`src/lpd_cfg.svh`:
```
// Offsets, field positions, reset values and timing counts of the LED PWM configuration block
`ifndef LPD_CFG_SVH
`define LPD_CFG_SVH

// Register offsets
`define LPD_ADDR_UPD543 8'h1A
`define LPD_ADDR_GRPA 8'h1B
`define LPD_ADDR_GRPB 8'h1C
`define LPD_ADDR_LED0 8'h1D

// Field positions
`define LPD_UPD5_LSB 8
`define LPD_UPD4_LSB 4
`define LPD_UPD3_LSB 0
`define LPD_UPD2_LSB 6
`define LPD_UPD1_LSB 3
`define LPD_UPD0_LSB 0
`define LPD_FADE_BIT 12
`define LPD_UPD543_MASK 13'h0777

// Reset values and codes
`define LPD_REG_RESET 13'h0000
`define LPD_DUTY_RESET 12'h000
`define LPD_DUTY_FULL 12'hFFF
`define LPD_UPD_MAX_CODE 3'h5

// Timing counts
`define LPD_PERIOD_CYCLES 8192
`define LPD_FADE_SHIFT 3

`endif

```
`src/lpd_pkg.sv`:
```
// Types shared by the LED PWM configuration block
package lpd_pkg;
  typedef logic [12:0] lpd_reg_t;
  typedef logic [11:0] lpd_duty_t;
  typedef logic [2:0] lpd_ivl_t;
endpackage

```
`src/lpd_tick_if.sv`:
```
// PWM period timing shared from the period counter to every channel
`timescale 1ns/100ps
interface lpd_tick_if;
  logic period_end;
  logic [11:0] phase;
  modport src(output period_end, phase);
  modport snk(input period_end, phase);
endinterface

```
`src/lpd_led_chan.sv`:
```
// One LED channel: update interval, fade toward target and PWM compare
`timescale 1ns/100ps
`include "lpd_cfg.svh"
module lpd_led_chan (
  input wire logic clk,
  input wire logic reset,
  lpd_tick_if.snk tick,
  input wire lpd_pkg::lpd_ivl_t ivl_code,
  input wire lpd_pkg::lpd_duty_t target,
  input wire logic fade_en,
  output lpd_pkg::lpd_duty_t duty_now,
  output logic pwm_out
);
  import lpd_pkg::*;

  // ----------------------------------------
  // Update interval
  // ----------------------------------------
  logic [4:0] ivl_cnt_reg;
  wire capped = ivl_code >= `LPD_UPD_MAX_CODE;
  wire [4:0] ivl_mask = capped ? 5'h1F : (5'h01 << ivl_code) - 5'h01;
  wire update_due = tick.period_end && ((ivl_cnt_reg & ivl_mask) == ivl_mask);

  // ----------------------------------------
  // Fade step
  // ----------------------------------------
  lpd_duty_t duty_reg, duty_next;
  wire up = target > duty_reg;
  wire [11:0] gap = up ? target - duty_reg : duty_reg - target;
  wire [11:0] gap_sh = gap >> `LPD_FADE_SHIFT;
  wire [11:0] step = (gap_sh == 12'h000) ? 12'h001 : gap_sh;
  wire [11:0] faded = up ? duty_reg + step : duty_reg - step;
  // Proportional steps give an exponential approach, even on a log scale
  assign duty_next = !update_due ? duty_reg :
                     (fade_en && gap != 12'h000) ? faded : target;
  wire pwm_next = (duty_reg == `LPD_DUTY_FULL) || (tick.phase < duty_reg);

  // Interval counter, active duty and output flop
  always_ff @(posedge clk or posedge reset) begin
    if (reset) begin
      ivl_cnt_reg <= 5'h00;
      duty_reg <= `LPD_DUTY_RESET;
      pwm_out <= 1'b0;
    end else begin
      if (tick.period_end) ivl_cnt_reg <= ivl_cnt_reg + 5'h01;
      duty_reg <= duty_next;
      pwm_out <= pwm_next;
    end
  end
  assign duty_now = duty_reg;
endmodule // lpd_led_chan

```
`src/lpd_led_pwm_cfg.sv`:
```
// Six-channel LED PWM dimmer configuration: update intervals, group broadcast and LED0 duty
// Contract
// Interval codes 0 to 5 apply new duty every 1,2,4,8,16,32 periods.
// Interval codes 6 and 7 act like code 5, every 32 periods.
// A PWM period is 8192 clocks by default, shortened by a period select.
// Interval register: LED5 bits 10:8, LED4 bits 6:4, LED3 bits 2:0.
// Duty is linear: zero off, one is 1/4095, all ones fully on; at the default period the code lights a duty of one for 1/4096 of it.
// Writing group A duty copies it into every LED in group A.
// Writing group B duty copies it to group B; others keep their duty.
// One group write sets many LEDs; an LED may sit in both groups.
// Group A bit 12 is a fade enable copied with the duty.
// Group B bit 12 is a fade enable copied with the duty.
// LED0 register holds fade in bit 12, duty in 11:0, read and write.
// Registers reset to fade off, duty zero, interval code zero.
// Fade on moves gradually to the new duty; fade off switches directly.
// New duty takes effect only on a matching period boundary.
`timescale 1ns/100ps
`include "lpd_cfg.svh"
module lpd_led_pwm_cfg #(
  parameter int PERIOD_CYCLES = `LPD_PERIOD_CYCLES
) (
  input wire logic clk,
  input wire logic reset,
  input wire logic reg_wr,
  input wire logic reg_rd,
  input wire logic [7:0] reg_addr,
  input wire lpd_pkg::lpd_reg_t reg_wdata,
  input wire logic [5:0] group_a_membership,
  input wire logic [5:0] group_b_membership,
  input wire logic [1:0] period_sel,
  input wire logic [8:0] led210_update_interval,
  output lpd_pkg::lpd_reg_t reg_rdata,
  output wire logic [5:0] led_pwm
);
  import lpd_pkg::*;

  localparam int NCH = 6;
  localparam int W = $clog2(PERIOD_CYCLES);

  // All inputs come from the serial register logic on this clock, so none is synchronised

  // ----------------------------------------
  // PWM period counter
  // ----------------------------------------
  lpd_tick_if tick ();
  logic [W-1:0] cnt_reg;
  wire [W-1:0] last_cnt = W'(PERIOD_CYCLES - 1) >> period_sel;
  wire period_wrap = cnt_reg >= last_cnt;
  wire [W-1:0] cnt_next = period_wrap ? '0 : cnt_reg + 1'b1;
  // Scale the count to a 12-bit phase whatever the period length
  wire [W+11:0] scaled = {cnt_reg, 12'h000} << period_sel;
  wire [11:0] phase_next = scaled[W+11:W];

  // Period counter and shared tick
  always_ff @(posedge clk or posedge reset) begin
    if (reset) begin
      cnt_reg <= '0;
      tick.period_end <= 1'b0;
      tick.phase <= 12'h000;
    end else begin
      cnt_reg <= cnt_next;
      tick.period_end <= period_wrap;
      tick.phase <= phase_next;
    end
  end

  // ----------------------------------------
  // Register decode
  // ----------------------------------------
  wire wr_upd = reg_wr && reg_addr == `LPD_ADDR_UPD543;
  wire wr_a = reg_wr && reg_addr == `LPD_ADDR_GRPA;
  wire wr_b = reg_wr && reg_addr == `LPD_ADDR_GRPB;
  wire wr_l0 = reg_wr && reg_addr == `LPD_ADDR_LED0;

  lpd_reg_t upd543_reg, grpa_reg, grpb_reg;
  lpd_reg_t led_reg [NCH];
  lpd_reg_t led_next [NCH];

  // Per-LED duty and fade: group copy for members, LED0 direct write
  for (genvar i = 0; i < NCH; i++) begin : g_led
    wire hit_a = wr_a && group_a_membership[i];
    wire hit_b = wr_b && group_b_membership[i];
    wire hit_0 = (i == 0) && wr_l0;
    assign led_next[i] = (hit_a || hit_b || hit_0) ? reg_wdata : led_reg[i];
  end

  // Configuration registers
  always_ff @(posedge clk or posedge reset) begin
    if (reset) begin
      upd543_reg <= `LPD_REG_RESET;
      grpa_reg <= `LPD_REG_RESET;
      grpb_reg <= `LPD_REG_RESET;
      for (int i = 0; i < NCH; i++) led_reg[i] <= `LPD_REG_RESET;
    end else begin
      if (wr_upd) upd543_reg <= reg_wdata & `LPD_UPD543_MASK;
      if (wr_a) grpa_reg <= reg_wdata;
      if (wr_b) grpb_reg <= reg_wdata;
      for (int i = 0; i < NCH; i++) led_reg[i] <= led_next[i];
    end
  end

  // ----------------------------------------
  // Readback
  // ----------------------------------------
  wire lpd_reg_t rd_mux = (reg_addr == `LPD_ADDR_UPD543) ? upd543_reg :
                          (reg_addr == `LPD_ADDR_GRPA) ? grpa_reg :
                          (reg_addr == `LPD_ADDR_GRPB) ? grpb_reg :
                          (reg_addr == `LPD_ADDR_LED0) ? led_reg[0] : `LPD_REG_RESET;

  // Read data stands until the next read
  always_ff @(posedge clk or posedge reset) begin
    if (reset) reg_rdata <= `LPD_REG_RESET;
    else if (reg_rd) reg_rdata <= rd_mux;
  end

  // ----------------------------------------
  // Channels
  // ----------------------------------------
  lpd_ivl_t ivl [NCH];
  // Interval codes; LEDs 0 to 2 come from their own register outside this block
  assign ivl[0] = led210_update_interval[`LPD_UPD0_LSB +: 3];
  assign ivl[1] = led210_update_interval[`LPD_UPD1_LSB +: 3];
  assign ivl[2] = led210_update_interval[`LPD_UPD2_LSB +: 3];
  assign ivl[3] = upd543_reg[`LPD_UPD3_LSB +: 3];
  assign ivl[4] = upd543_reg[`LPD_UPD4_LSB +: 3];
  assign ivl[5] = upd543_reg[`LPD_UPD5_LSB +: 3];

  for (genvar i = 0; i < NCH; i++) begin : g_chan
    lpd_led_chan u_chan (
      .clk(clk),
      .reset(reset),
      .tick(tick.snk),
      .ivl_code(ivl[i]),
      .target(led_reg[i][11:0]),
      .fade_en(led_reg[i][`LPD_FADE_BIT]),
      .duty_now(),
      .pwm_out(led_pwm[i])
    );
  end
endmodule // lpd_led_pwm_cfg

```
`config.mk`:
```
export PLATFORM = sky130hd
export DESIGN_NAME = lpd_led_pwm_cfg
export DESIGN_NICKNAME = d
export VERILOG_FILES = /design/src/lpd_pkg.sv /design/src/lpd_tick_if.sv /design/src/lpd_led_chan.sv /design/src/lpd_led_pwm_cfg.sv
export VERILOG_INCLUDE_DIRS = /design/src
export SDC_FILE = /design/constraint.sdc
export NUM_CORES = 1
export LEC_CHECK = 0
export CELL_PAD_IN_SITES_DETAIL_PLACEMENT = 0
export CELL_PAD_IN_SITES_GLOBAL_PLACEMENT = 1
export CORE_MARGIN = 3
export CORE_UTILIZATION = 38
export CTS_BUF_LIST = sky130_fd_sc_hd__clkbuf_16
export CTS_CLUSTER_DIAMETER = 30
export DETAILED_ROUTE_END_ITERATION = 8
export DONT_BUFFER_PORTS = 1
export PLACE_DENSITY_LB_ADDON = 0.1
export SLEW_MARGIN = 30
export SYNTH_ARGS = -nofsm -noshare
export SYNTH_HDL_FRONTEND = slang
export SYNTH_SLANG_ARGS = --single-unit
```
`constraint.sdc`:
```
create_clock -name clk -period 9.2 [get_ports clk]
set_input_delay 0.92 -clock clk [delete_from_list [all_inputs] [get_ports clk]]
set_output_delay 0.92 -clock clk [all_outputs]
set_load 0.01 [all_outputs]
```
==> impl_metrics.toml <==
[cells_and_area]
multi_input_area_um2 = 16200
drive_gt1_share_pct = 11.6
fillers = 6046
syn2layout_area_growth_pct = 13.5
fin_area_um2 = 27200
fin_cells = 3625
regArea_um2 = 6510
largest_reg_flops = 78
finalNetCount = 3077

[critical_path]
r2r-start = "g_chan[3].u_chan.duty_now[9]"
start_kind = "register"
crit_required_ps = 9700
startpoint = "g_chan[3].u_chan.duty_now[9]"
critPathCaptureType = "register"
r2r_cells = 29
crit_slowest_cell = "nor3_1"
slowest_delay_ps = 690
cp.arrival_ps = 7990
rrSetupSlack_ps = 1720
cp_max_fo = 15
crit_end = "g_chan[3].u_chan.duty_now[10]"
critPathKind = "reg -> reg"
reg2reg_to = "g_chan[3].u_chan.duty_now[10]"

[logic_synthesis]
synth.largest_area_cell = "dfrtp_1"
synth_area_um2 = 24000
synth_edf_count = 0
netlist_top_cells_area = "dfrtp_1, ha_1, mux2_2, xnor2_1, nand2_1"
synth_area_per_cell_um2 = 8.74
syn-num-nets = 3096
synth_top_cell_area_share_pct = 27.1
synthDistinctLibCells = 104
synthFlopType = "dfrtp_1"
ys_warn_count = 0
ys_seq_area_share_pct = 27.1
async_reset_ff_share_pct = 100
postSynthCellCount = 2745
ys_ff_latch = 260

[die]
core_area_um2 = 62100
pin_count = 67
start_util_pct = 38.7
fp.dieH_um = 257
num_rows = 91
dieArea_um2 = 66200
die-width_um = 257

[timing]
fin_setup_tns_ps = 0
worstMarginPinSlew_ps = 988
rsz0062_at_grt = "false"
finalWorstSetupSlack_ps = 1720
relSlewSlack_pct = 34.1
finalClockSkew_ps = 28.7
timing.final.max_slew_violations = 0
hold_violations = 0
fmax_ghz = 0.134
fin_crit_ps = 7480
setup_viol = 0
period_share_pct = 81.3

[routing]
drtIter0Drc = 1254
drc = 0
drtPass1Iterations = 7
via_per_inst = 5.61
vias = 20400
ant_nets = 0
routed_wl_um = 77000
wl_per_cell_um = 21.2

[global_route]
use_met1_pct = 31.6
global_route.usage.met2_pct = 37.0
grt_pass1_wl_um = 120000
track_usage_pct = 23.0
grt-ovfl-total = 0
grtUsageMet3_pct = 4.29
top_usage_layer = "met2"
grt_pass1_vias = 20100
grt_max_degree = 152
antenna_found_initial = 9

[job]
cap_viol_max_count = 0

[clock_network]
path_clk_slew_ps = 40
post_cts_buffers = 0
cts_tree = "done"
clk_path_buf_depth = 3
cts-root-buf = "clkbuf_16"
htreeDepth = 3
cts_num_sinks = 260
postCtsHoldBufs = 0
clk_latency_ps = 610
cts_resized = 0
cts_made_buffers = 72

[placement]
hpwl_um = 57200
placed_cells = 3489
dp_slack_ps = 1860
io_buffers = 0
place.gp.congestion = 0.918
postPlaceCellArea_um2 = 24800

[pwr]
pwr_density_cell_nw_per_um2 = 215
peakVddDrop_uv = 150
cellLeakagePower_nw = 12.4

[run_status]
outcome = "finished clean"

[hold_path]
hp-class = "in -> async"
## through the flow
step	util [%]	power [mW]	hold slack (ps)
2_1_floorplan	-	2.92	439
3_3_place_gp	39.9	3.38	457
3_5_place_dp	40.0	3.39	462
4_1_cts	43.9	5.88	349
5_1_grt	43.9	6.20	371
6_report	43.9	5.84	336
## critical path, delay by kind of cell, from the launching register on
family          cells  cell delay (ps)
xor+xnor            3              580
flops               1              480
fa+ha+maj           3              880
compound gates     10             1810
buf+inv             3              610
simple gates       10             2990
## logic make-up after synthesis
family,after synthesis,share of synthesized area [%]
multiplexers,175,8.30
AND/OR/NAND/NOR,756,15.6
flip-flops,260,27.1
XOR/XNOR,178,6.50
adder cells (fa/ha/maj),303,16.0
buffers and inverters,338,5.55
AO/OA/AOI/OAI,735,20.9
## synthesized netlist by cell type, types with 9 or more instances
cell        n
o31a_1     11
nand4_1    57
and2_1      9
o22ai_1    11
o21a_1     29
a31oi_1    29
nand3_1    51
nor2_1    154
a21boi_0   14
a22o_1     12
o221ai_1   17
a221oi_1   21
nand2b_1   39
xnor2_1   109
nand3b_1   11
xor2_1     69
o21ai_0   142
mux2i_1    65
nor2b_1    34
a22oi_1    18
a21oi_1   174
dfrtp_1   260
mux2_2    101
or2_2      15
nand2_1   234
mux4_2      9
nor3_1     60
ha_1      297
clkbuf_1   84
o21bai_1   16
inv_1     218
or3_1      22
o31ai_1     9
buf_2      19
and3_1     18
a21o_1     87
a211oi_1   23
o211ai_1   13
## worst min path at each step
stage | from | to | slack (ps)
floorplan | g_chan[3].u_chan.ivl_cnt_reg[4] | g_chan[3].u_chan.ivl_cnt_reg[4] | 440
finish | reset | g_chan[2].u_chan.pwm_out | 340
detailed placement | grpb_reg[10] | grpb_reg[10] | 460
global route | period_sel[1] | tick.phase[0] | 370
global placement | grpb_reg[9] | grpb_reg[9] | 460
CTS | reset | cnt_reg[10] | 350
## cell type report
| class | instances | area share (%) |
|---|---|---|
| Multi-Input combinational cell | 2147 | 59.5 |
| Sequential cell | 260 | 23.9 |
| Clock buffer | 72 | 6.62 |
| Tap cell | 837 | 3.85 |
| Inverter | 220 | 3.06 |
| Clock inverter | 60 | 2.28 |
| Timing Repair Buffer | 25 | 0.735 |
| Antenna cell | 4 | 0.0368 |
## power by group
part,internal [mW],switching [mW],leakage (nW)
Combinational,0.885,1.24,7.89
Clock,1.62,0.826,1.16
Sequential,1.19,0.0820,3.39
Total,3.70,2.15,12.4
## cell usage in the layout, fill, tap and decap left out, types with 18 or more instances in the layout
| cell type | netlist | routed |
|---|---|---|
| nand3_1 | 51 | 50 |
| nor2b_1 | 34 | 34 |
| xnor2_1 | 109 | 109 |
| inv_1 | 218 | 223 |
| nand2_1 | 234 | 234 |
| a211oi_1 | 23 | 23 |
| clkbuf_16 | 0 | 72 |
| or3_1 | 22 | 22 |
| and3_1 | 18 | 18 |
| ha_1 | 297 | 297 |
| nand2b_1 | 39 | 39 |
| o21ai_0 | 142 | 142 |
| xor2_1 | 69 | 69 |
| a21o_1 | 87 | 87 |
| buf_4 | 8 | 24 |
| nor2_1 | 154 | 154 |
| a221oi_1 | 21 | 21 |
| a31oi_1 | 29 | 29 |
| a21oi_1 | 174 | 174 |
| mux2i_1 | 65 | 65 |
| o21a_1 | 29 | 29 |
| a22oi_1 | 18 | 18 |
| mux2_2 | 101 | 101 |
| nand4_1 | 57 | 57 |
| nor3_1 | 60 | 59 |
| dfrtp_1 | 260 | 256 |
## metal layers
layer | routed length, um | share of wire [%]
met1 | 36400 | 47
met5 | 0 | 0
met4 | 1430 | 1.9
met3 | 3970 | 5.2
met2 | 35200 | 46
No activity file was read; power rests on OpenSTA's default activity.
